==> src/inc/rrs_map.vh <==
// Constants for the return, rotate, sleep and subtract execution block.
// Assumes an 8-bit Avalon-MM byte address bus and one core clock.
// Overview of operation
// - Return loads popped stack top into pc over two cycles; flags kept.
// - Rotate right through carry: old carry to bit 7, bit 0 to carry.
// - File address is 0 to 127; destination 0 means accumulator, 1 file.
// - Rotate left through carry: old carry to bit 0, bit 7 to carry.
// - Sleep clears the power-down flag and sets the watchdog expiry flag.
// - Sleep clears watchdog and prescaler, then halts with clock stopped.
// - Literal minus acc into acc; updates carry, nibble carry and zero.
// - File minus acc to chosen destination; updates the same three flags.
`ifndef RRS_MAP_VH
`define RRS_MAP_VH

`define RRS_OFS_CMD 8'h00
`define RRS_OFS_ACC 8'h04
`define RRS_OFS_STATUS 8'h08
`define RRS_OFS_PC 8'h0c
`define RRS_OFS_FPTR 8'h10
`define RRS_OFS_FDATA 8'h14
`define RRS_OFS_WDOG 8'h18

`define RRS_OP_NONE 3'h0
`define RRS_OP_RET 3'h1
`define RRS_OP_ROR 3'h2
`define RRS_OP_ROL 3'h3
`define RRS_OP_SLEEP 3'h4
`define RRS_OP_LSUB 3'h5
`define RRS_OP_FSUB 3'h6

`define RRS_CMD_OP_LO 0
`define RRS_CMD_OP_HI 2
`define RRS_CMD_DEST 3
`define RRS_CMD_FA_LO 4
`define RRS_CMD_FA_HI 10
`define RRS_CMD_LIT_LO 16
`define RRS_CMD_LIT_HI 23

`define RRS_ST_CARRY 0
`define RRS_ST_NIBC 1
`define RRS_ST_ZERO 2
`define RRS_ST_PDN 3
`define RRS_ST_WDX 4
`define RRS_ST_BUSY 5
`define RRS_ST_HALT 6

`define RRS_DEST_ACC 1'b0
`define RRS_PDN_RST 1'b1
`define RRS_WDX_RST 1'b1
`define RRS_WDOG_CLR 8'h00
`define RRS_PRE_CLR 8'h00
`define RRS_PRE_STEP 8'h01
`define RRS_PRE_MAX 8'hff
`define RRS_WDOG_STEP 8'h01
`define RRS_PC_RST 15'h0000
`define RRS_PC_STEP 15'h0001
`define RRS_FILE_DEPTH 128
`define RRS_RET_CYCLES 2

`endif

==> src/rrs_exec.v <==
// Execution core for return, rotate, sleep and subtract operations.
// Assumes the stack top is valid whenever a pop is requested.
`timescale 1ns/10ps
`include "rrs_map.vh"
module rrs_exec (
    input wire core_clk_i,
    input wire sys_rst_i,
    input wire [7:0] avs_address_i,
    input wire avs_read_i,
    input wire avs_write_i,
    input wire [31:0] avs_writedata_i,
    input wire [3:0] avs_byteenable_i,
    output reg [31:0] avs_readdata_o,
    output wire avs_waitrequest_o,
    input wire [14:0] stack_top_i,
    output wire stack_pop_o,
    output wire [14:0] pc_o,
    output wire halted_o,
    output wire osc_stop_o
);
    // Sequencer states; EXEC is the first execute cycle of every command, RET2 the second cycle of return.
    localparam S_IDLE = 2'b00;
    localparam S_EXEC = 2'b01;
    localparam S_RET2 = 2'b10;

    reg [1:0] state_q;
    reg [23:0] cmd_q;
    reg [7:0] acc_q;
    reg [14:0] pc_q;
    reg carry_q;
    reg nibc_q;
    reg zero_q;
    reg power_down_flag_q;
    reg watchdog_expiry_flag_q;
    reg halted_q;
    reg [7:0] watchdog_counter_q;
    reg [7:0] prescale_q;
    reg [6:0] fptr_q;
    reg [7:0] file_mem [0:`RRS_FILE_DEPTH-1];

    wire rd_take;
    wire wr_fire;
    wire busy;
    wire [2:0] op;
    wire dest;
    wire [6:0] faddr;
    wire [7:0] lit;
    wire [7:0] alu_res;
    wire alu_carry;
    wire alu_nibc;
    wire alu_zero;
    wire [31:0] wmerge;
    wire [7:0] status_byte;
    wire [31:0] cmd_merge;
    wire exec_now;
    wire file_wb;
    wire sleep_now;
    wire pre_wrap;
    wire wr_fdata;

    ////////////////////////////////////////////////////////////////////////
    // Merges write data into an old word under the byte enables.
    function [31:0] be_merge;
        input [31:0] old_w;
        input [31:0] new_w;
        input [3:0] be;
        integer i;
        begin
            be_merge = old_w;
            for (i = 0; i < 4; i = i + 1) begin
                if (be[i]) begin
                    be_merge[i*8 +: 8] = new_w[i*8 +: 8];
                end
            end
        end
    endfunction

    // Operations whose result may be written back to the file.
    function is_file_op;
        input [2:0] op_v;
        begin
            is_file_op = (op_v == `RRS_OP_ROR) || (op_v == `RRS_OP_ROL) ||
                (op_v == `RRS_OP_FSUB);
        end
    endfunction

    ////////////////////////////////////////////////////////////////////////
    // Command fields and status outputs.
    assign busy = (state_q != S_IDLE);
    assign op = cmd_q[`RRS_CMD_OP_HI:`RRS_CMD_OP_LO];
    assign dest = cmd_q[`RRS_CMD_DEST];
    assign faddr = cmd_q[`RRS_CMD_FA_HI:`RRS_CMD_FA_LO];
    assign lit = cmd_q[`RRS_CMD_LIT_HI:`RRS_CMD_LIT_LO];
    assign pc_o = pc_q;
    assign halted_o = halted_q;
    assign osc_stop_o = halted_q;
    assign stack_pop_o = (state_q == S_EXEC) && (op == `RRS_OP_RET);
    assign exec_now = (state_q == S_EXEC);
    // Destination bit steers the file write-back.
    assign file_wb = exec_now && (dest != `RRS_DEST_ACC) && is_file_op(op);
    // Sleep clears the watchdog in its execute cycle.
    assign sleep_now = exec_now && (op == `RRS_OP_SLEEP);
    // Last count of the prescaler, after which the counter steps.
    assign pre_wrap = (prescale_q == `RRS_PRE_MAX);
    assign wr_fdata = wr_fire && (avs_address_i == `RRS_OFS_FDATA);

    // Status word as software reads it; bit 7 reads zero.
    assign status_byte = {1'b0, halted_q, busy, watchdog_expiry_flag_q,
                          power_down_flag_q, zero_q, nibc_q, carry_q};

    ////////////////////////////////////////////////////////////////////////
    // Bus handshake: one wait state, held off while a command runs.
    rrs_avl_slave u_slave (
        .core_clk_i(core_clk_i),
        .sys_rst_i(sys_rst_i),
        .read_i(avs_read_i),
        .write_i(avs_write_i),
        .hold_i(busy),
        .waitrequest_o(avs_waitrequest_o),
        .rd_take_o(rd_take),
        .wr_fire_o(wr_fire)
    );

    // Rotate and subtract datapath; the file operand is read directly.
    rrs_alu u_alu (
        .op_i(op),
        .carry_i(carry_q),
        .acc_i(acc_q),
        .freg_i(file_mem[faddr]),
        .lit_i(lit),
        .res_o(alu_res),
        .carry_o(alu_carry),
        .nibc_o(alu_nibc),
        .zero_o(alu_zero)
    );

    ////////////////////////////////////////////////////////////////////////
    // Read data is captured one edge before the access completes.
    // The master sees the register as it stood at the acknowledge edge.
    always @(posedge core_clk_i or posedge sys_rst_i) begin
        if (sys_rst_i) begin
            avs_readdata_o <= 32'h00000000;
        end else if (rd_take) begin
            if (avs_address_i == `RRS_OFS_CMD) begin
                avs_readdata_o <= {8'h00, cmd_q};
            end else if (avs_address_i == `RRS_OFS_ACC) begin
                avs_readdata_o <= {24'h000000, acc_q};
            end else if (avs_address_i == `RRS_OFS_STATUS) begin
                avs_readdata_o <= {24'h000000, status_byte};
            end else if (avs_address_i == `RRS_OFS_PC) begin
                avs_readdata_o <= {17'h00000, pc_q};
            end else if (avs_address_i == `RRS_OFS_FPTR) begin
                avs_readdata_o <= {25'h0000000, fptr_q};
            end else if (avs_address_i == `RRS_OFS_FDATA) begin
                // File contents are unknown until first written.
                avs_readdata_o <= {24'h000000, file_mem[fptr_q]};
            end else if (avs_address_i == `RRS_OFS_WDOG) begin
                avs_readdata_o <= {16'h0000, prescale_q, watchdog_counter_q};
            end else begin
                avs_readdata_o <= 32'h00000000;
            end
        end
    end

    // Lane-masked write data for the narrow fields.
    assign wmerge = be_merge(32'h00000000, avs_writedata_i, avs_byteenable_i);
    // Command word merged under the lanes; only its low three bytes are kept.
    assign cmd_merge = be_merge({8'h00, cmd_q}, avs_writedata_i,
        avs_byteenable_i);

    ////////////////////////////////////////////////////////////////////////
    // File registers: bus writes only while idle, so no clash with execution.
    // File memory has no reset; software writes a register before use.
    always @(posedge core_clk_i) begin
        if (wr_fdata && avs_byteenable_i[0]) begin
            file_mem[fptr_q] <= avs_writedata_i[7:0];
        end else if (file_wb) begin
            // Destination one writes back to the file.
            file_mem[faddr] <= alu_res;
        end
    end

    ////////////////////////////////////////////////////////////////////////
    // Watchdog counter runs from its prescaler until sleep clears both.
    // Both stay frozen while halted, gated off by the halted flag while the clock keeps running.
    always @(posedge core_clk_i or posedge sys_rst_i) begin
        if (sys_rst_i) begin
            watchdog_counter_q <= `RRS_WDOG_CLR;
            prescale_q <= `RRS_PRE_CLR;
        end else if (sleep_now) begin
            watchdog_counter_q <= `RRS_WDOG_CLR;
            prescale_q <= `RRS_PRE_CLR;
        end else if (!halted_q) begin
            prescale_q <= prescale_q + `RRS_PRE_STEP;
            if (pre_wrap) begin
                watchdog_counter_q <= watchdog_counter_q + `RRS_WDOG_STEP;
            end
        end
    end

    ////////////////////////////////////////////////////////////////////////
    // Command sequencer and architectural state.
    // A command write lands while idle and executes at the next edge.
    // Return spends a second cycle, sampling the stack top at its end.
    // While halted a command write completes on the bus but is dropped.
    // Flag writes are taken only while idle, so no race with a result.
    always @(posedge core_clk_i or posedge sys_rst_i) begin
        if (sys_rst_i) begin
            state_q <= S_IDLE;
            cmd_q <= 24'h000000;
            acc_q <= 8'h00;
            pc_q <= `RRS_PC_RST;
            carry_q <= 1'b0;
            nibc_q <= 1'b0;
            zero_q <= 1'b0;
            power_down_flag_q <= `RRS_PDN_RST;
            watchdog_expiry_flag_q <= `RRS_WDX_RST;
            halted_q <= 1'b0;
            fptr_q <= 7'h00;
        end else begin
            case (state_q)
                S_IDLE: begin
                    if (wr_fire) begin
                        if (avs_address_i == `RRS_OFS_CMD) begin
                            if (!halted_q) begin
                                cmd_q <= cmd_merge[23:0];
                                state_q <= S_EXEC;
                            end
                        end else if (avs_address_i == `RRS_OFS_ACC) begin
                            if (avs_byteenable_i[0]) begin
                                acc_q <= wmerge[7:0];
                            end
                        end else if (avs_address_i == `RRS_OFS_STATUS) begin
                            if (avs_byteenable_i[0]) begin
                                carry_q <= wmerge[`RRS_ST_CARRY];
                                nibc_q <= wmerge[`RRS_ST_NIBC];
                                zero_q <= wmerge[`RRS_ST_ZERO];
                            end
                        end else if (avs_address_i == `RRS_OFS_FPTR) begin
                            if (avs_byteenable_i[0]) begin
                                fptr_q <= wmerge[6:0];
                            end
                        end
                    end
                end
                S_EXEC: begin
                    state_q <= S_IDLE;
                    case (op)
                        `RRS_OP_RET: begin
                            // Second cycle loads the program counter.
                            state_q <= S_RET2;
                        end
                        `RRS_OP_ROR, `RRS_OP_ROL: begin
                            carry_q <= alu_carry;
                            if (dest == `RRS_DEST_ACC) begin
                                acc_q <= alu_res;
                            end
                            pc_q <= pc_q + `RRS_PC_STEP;
                        end
                        `RRS_OP_SLEEP: begin
                            power_down_flag_q <= 1'b0;
                            watchdog_expiry_flag_q <= 1'b1;
                            // Halt the processor.
                            // Only a reset leaves the halted state.
                            halted_q <= 1'b1;
                            pc_q <= pc_q + `RRS_PC_STEP;
                        end
                        `RRS_OP_LSUB, `RRS_OP_FSUB: begin
                            carry_q <= alu_carry;
                            nibc_q <= alu_nibc;
                            zero_q <= alu_zero;
                            if ((op == `RRS_OP_LSUB) ||
                                    (dest == `RRS_DEST_ACC)) begin
                                acc_q <= alu_res;
                            end
                            pc_q <= pc_q + `RRS_PC_STEP;
                        end
                        default: begin
                            state_q <= S_IDLE;
                        end
                    endcase
                end
                S_RET2: begin
                    // Program counter from stack top, flags kept.
                    pc_q <= stack_top_i;
                    state_q <= S_IDLE;
                end
                default: begin
                    state_q <= S_IDLE;
                end
            endcase
        end
    end
endmodule // rrs_exec

==> src/rrs_alu.v <==
// Combinational datapath for rotate and subtract operations.
// Assumes operands are stable for the cycle in which the result is used.
`timescale 1ns/10ps
`include "rrs_map.vh"
module rrs_alu (
    input wire [2:0] op_i,
    input wire carry_i,
    input wire [7:0] acc_i,
    input wire [7:0] freg_i,
    input wire [7:0] lit_i,
    output reg [7:0] res_o,
    output reg carry_o,
    output reg nibc_o,
    output wire zero_o
);
    wire [7:0] minuend;
    wire [8:0] diff;
    wire [4:0] ndiff;

    assign minuend = (op_i == `RRS_OP_LSUB) ? lit_i : freg_i;
    assign diff = {1'b0, minuend} - {1'b0, acc_i};
    assign ndiff = {1'b0, minuend[3:0]} - {1'b0, acc_i[3:0]};
    assign zero_o = (res_o == 8'h00);

    always @* begin
        res_o = diff[7:0];
        carry_o = ~diff[8];
        nibc_o = ~ndiff[4];
        case (op_i)
            `RRS_OP_ROR: begin
                res_o = {carry_i, freg_i[7:1]};
                carry_o = freg_i[0];
            end
            `RRS_OP_ROL: begin
                res_o = {freg_i[6:0], carry_i};
                carry_o = freg_i[7];
            end
            default: begin
                // Borrow is inverted into carry and nibble carry.
                res_o = diff[7:0];
            end
        endcase
    end
endmodule // rrs_alu

==> src/rrs_avl_slave.v <==
// Avalon-MM handshake: one wait state per access, stalled while core busy.
// Assumes read and write are never high together.
`timescale 1ns/10ps
module rrs_avl_slave (
    input wire core_clk_i,
    input wire sys_rst_i,
    input wire read_i,
    input wire write_i,
    input wire hold_i,
    output wire waitrequest_o,
    output wire rd_take_o,
    output wire wr_fire_o
);
    reg ack_q;
    wire ack_d;

    assign ack_d = (read_i | write_i) & ~ack_q & ~hold_i;
    assign waitrequest_o = (read_i | write_i) & ~ack_q;
    assign rd_take_o = ack_d & read_i;
    assign wr_fire_o = write_i & ack_q;

    always @(posedge core_clk_i or posedge sys_rst_i) begin
        if (sys_rst_i) begin
            ack_q <= 1'b0;
        end else begin
            ack_q <= ack_d;
        end
    end
endmodule // rrs_avl_slave

==> config.mk <==
export PLATFORM = sky130hd
export DESIGN_NAME = rrs_exec
export DESIGN_NICKNAME = d
export VERILOG_FILES = /design/src/rrs_exec.v /design/src/rrs_alu.v /design/src/rrs_avl_slave.v
export VERILOG_INCLUDE_DIRS = /design/src /design/src/inc
export SDC_FILE = /design/constraint.sdc
export NUM_CORES = 2
export LEC_CHECK = 0
export ABC_AREA = 1
export BUFFER_PORTS_ARGS = -buffer_cell sky130_fd_sc_hd__buf_2
export CAP_MARGIN = 0
export CORE_ASPECT_RATIO = 0.9
export CORE_MARGIN = 1.5
export CORE_UTILIZATION = 41
export DETAILED_ROUTE_END_ITERATION = 12
export GPL_ROUTABILITY_DRIVEN = 1
export PLACE_DENSITY = 0.62
export SYNTH_ARGS = -nofsm -noshare
export SYNTH_HDL_FRONTEND = slang
export SYNTH_SLANG_ARGS = --single-unit
export TNS_END_PERCENT = 30
==> constraint.sdc <==
create_clock -name core_clk_i -period 19.31 [get_ports core_clk_i]
set_input_delay 0.9655 -clock core_clk_i [delete_from_list [all_inputs] [get_ports core_clk_i]]
set_output_delay 0.9655 -clock core_clk_i [all_outputs]
set_load 0.02 [all_outputs]
==> results.ini <==
[global_route]
grtUsageTotal_pct = 27.2
grt_start_max_net_pins = 180
globalRouteOverflowTotal = 0
grt_pass1_vias = 46163
first_pass_grt_wire_length_mm = 291
antenna_violations_before_repair = 5

[floorplan]
die_w_um = 396
start_util_pct = 41.4
die_h_um = 357
core.rowCount = 129
fp.dieArea_mm2 = 0.142
core-area_mm2 = 0.138
floorplan.io_pins = 114

[timing]
setup_repair_after_global_routing_missed_its_margin = false
setup_ws_ns = 10.89
timing.max_slew.rel_slack_pct = 20.2
worst_pin_slew_ns = 1.19
setup_violations = 0
setup_clock_skew_after_layout_ns = 0.0227
final_report_hold_violation_count = 0
fmax_mhz = 119
setup-tns-final_ns = 0
share_of_the_clock_period_used_by_the_worst_path_after_layout_pct = 43.6
finalMaxSlewViolations = 0
min_period_ns = 8.42

[setup_path]
timing.critical_path.arrival_ns = 8.88
reg2regPathDepth = 26
worst_r2r_endpoint = file_mem[58][5]$_DFFE_PP_
criticalPathCategory = flop to flop
critical_path.endpoint_type = flop
cp-start-kind = flop
critPathMaxFanout = 80
worst-path-buf-inv = 6
critical_path.max_stage_delay_ns = 0.84
cp.required_ns = 19.77
cp_top_family = buffers and inverters
critPathSlowestCell = buf_4
r2r_slack_ns = 10.89
r2r-start = cmd_q[4]$_DFFE_PP0P_

[clock_tree]
cts_htree_levels = 3
clk-insertion-delay-late_ns = 0.76
cts-root-to-sink-buffers = 3
postCtsSetupBuffers = 0
cts_tree = built
cts.clk_slew.worst_paths_ns = 0.06
holdBufCountCts = 0
clockRootBuffer = clkbuf_16
cts_buffers = 118
cts_resizes = 0
numClockSinks = 1126

[drt]
met3WireLength_mm = 24.3
remaining_drc_errors = 0
drt_pre_antenna_iters = 6
drt_wl_total_mm = 198
avgViaCountPerCell = 6.06
wl_met1_mm = 79.4
met2_length_mm = 85.9
routed-via-count = 49615
wire_per_inst_um = 24.2
topRoutingLayerUsed = met5
detailedRoute.firstIterationViolations = 6776
final_ant_viol_nets = 0

[cells_and_area]
finalNetCount = 6329
antenna_cells = 0
final_layout_size_suffix_gt1_share_pct = 6.46
filler_cell_count = 12984
area_growth_pct = 9.13

[synth]
post_synthesis_sequential_area_ratio_pct = 58.3
yosys_register_bits = 1126
synthesis.instances = 6441
post_synth.cell_area_avg_um2 = 8.86
synthesis.yosys.warnings = 0
synth.lib_cells_used.distinct = 50
post_synth_instance_area_mm2 = 0.0571

[place]
place_congestion = 0.906
dp.final_hpwl_mm = 112
port_buffers = 96
dp_slack_ns = 11.13

[job]
cap_violations = 0

[power]
leakage_power_figure_nw = 23.1
power-per-cell-area_mw_per_mm2 = 82.9
ir_drop_v = 0.0000679
design_power_total_mw = 5.16

[outcome]
run_status = finished clean

[hold_path]
tightest_hold_check_type = primary input to async pin

==> through the flow <==
| step | util (%) | cells | instance area, um2 | hold slack, ns |
|---|---|---|---|---|
| 2_1_floorplan | - | 6448 | 57100 | 0.424 |
| 4_1_cts | 45.2 | 8184 | 62300 | 0.180 |
| 5_1_grt | 45.2 | 8184 | 62300 | 0.235 |
| 6_report | 45.2 | 8184 | 62300 | 0.212 |
| 3_5_place_dp | 42.5 | 7968 | 58600 | 0.437 |
| 3_3_place_gp | 42.5 | 7968 | 58600 | 0.438 |
==> metal layers <==
layer  GRT usage, %  vias up
li1               -    22041
met5              0        -
met4           11.5        6
met1           38.3    23850
met3           5.99      548
met2           40.5     3170
==> sequential cells by signal (all words and copies together) (netlist names), 2 cells and up <==
register and flops:
prescale_q 8, avs_readdata_o 24, acc_q 8, state_q 2
file_mem 1024, pc_o 15, cmd_q 24, watchdog_counter_q 8
fptr_q 7
==> synthesized netlist by cell type (all sizes together) <==
cell / count / area [um2]
nand2: 1776 / 6690
nand3: 1280 / 6410
edfxtp: 1024 / 30700
nor2: 651 / 2470
o21ai: 538 / 2720
clkbuf: 253 / 950
buf: 234 / 1210
o22ai: 223 / 1400
inv: 161 / 604
dfrtp: 101 / 2530
a21oi: 82 / 410
nor3: 28 / 181
a221oi: 12 / 105
ha: 11 / 138
mux2i: 9 / 90.1
nand4: 7 / 43.8
o211ai: 7 / 52.6
a31oi: 4 / 25.0
a32oi: 4 / 35.0
clkinv: 4 / 15.0
o221ai: 4 / 35.0
xor2: 4 / 35.0
a211oi: 3 / 22.5
or2: 3 / 18.8
a21boi: 2 / 15.0
a22oi: 2 / 15.0
and3: 2 / 12.5
nor4: 2 / 12.5
xnor2: 2 / 17.5
conb: 1 / 3.75
dfstp: 1 / 26.3
fa: 1 / 20.0
mux2: 1 / 11.3
nand3b: 1 / 7.51
nor3b: 1 / 7.51
o21a: 1 / 7.51
o311ai: 1 / 8.76
==> where the power goes <==
part	switching, mW	total [mW]	internal [mW]	leakage, nW
logic	0.180	0.235	0.0553	10.8
registers	0.00963	2.68	2.67	10.4
clock network	0.970	2.25	1.28	1.82
total	1.16	5.16	4.00	23.1
==> cell usage in the layout, fill, tap and decap left out, drive strengths merged, types with 101 or more instances in the layout <==
cell and n:
o21ai 538, clkbuf 166, inv 166, o22ai 223
dfrtp 101, nand3 1280, nand2 1776, edfxtp 1024
nor2 651, buf 173
==> worst max path at each step <==
| stage | startpoint | end | depth (start not counted) |
|---|---|---|---|
| 4_1_cts | cmd_q[4]$_DFFE_PP0P_ | file_mem[60][5]$_DFFE_PP_ | 26 |
| 3_5_place_dp | cmd_q[4]$_DFFE_PP0P_ | file_mem[62][5]$_DFFE_PP_ | 26 |
| 3_3_place_gp | cmd_q[4]$_DFFE_PP0P_ | file_mem[52][5]$_DFFE_PP_ | 26 |
| 6_report | cmd_q[4]$_DFFE_PP0P_ | file_mem[58][5]$_DFFE_PP_ | 26 |
| 5_1_grt | cmd_q[4]$_DFFE_PP0P_ | file_mem[58][5]$_DFFE_PP_ | 26 |
| 2_1_floorplan | cmd_q[4]$_DFFE_PP0P_ | file_mem[0][6]$_DFFE_PP_ | 27 |
==> worst register-to-register path, delay by kind of cell (launching register included) <==
| family | cells | cell delay [ns] |
|---|---|---|
| buffers and inverters | 6 | 3.62 |
| AOI/OAI and AO/OA | 5 | 1.83 |
| and+or+nand+nor | 14 | 1.64 |
| DFF | 1 | 0.68 |
| adders and majority gates | 1 | 0.30 |
==> cells by family (layout without fill, tap and decap cells) <==
logic type | Yosys count | after routing | share of synthesized area, %
buf+inv | 652 | 554 | 4.87
flops | 1126 | 1126 | 58.3
other cells | 1 | 8 | 0.00657
fa+ha+maj | 12 | 12 | 0.276
xor+xnor | 6 | 6 | 0.0920
mux | 10 | 10 | 0.178
compound gates | 883 | 883 | 8.49
simple gates | 3751 | 3751 | 27.8
==> final cells by class <==
| class | instances | area, um2 | area share [%] |
|---|---|---|---|
| sequential | 1126 | 33300 | 53.5 |
| timing repair buffer | 173 | 1150 | 1.84 |
| tap | 1834 | 2290 | 3.68 |
| multi-input combinational | 4670 | 21100 | 33.9 |
| clock buffer | 166 | 3280 | 5.26 |
| clock inverter | 50 | 465 | 0.747 |
| inverter | 165 | 657 | 1.05 |
Note: power is estimated with default switching activity, not from simulation.
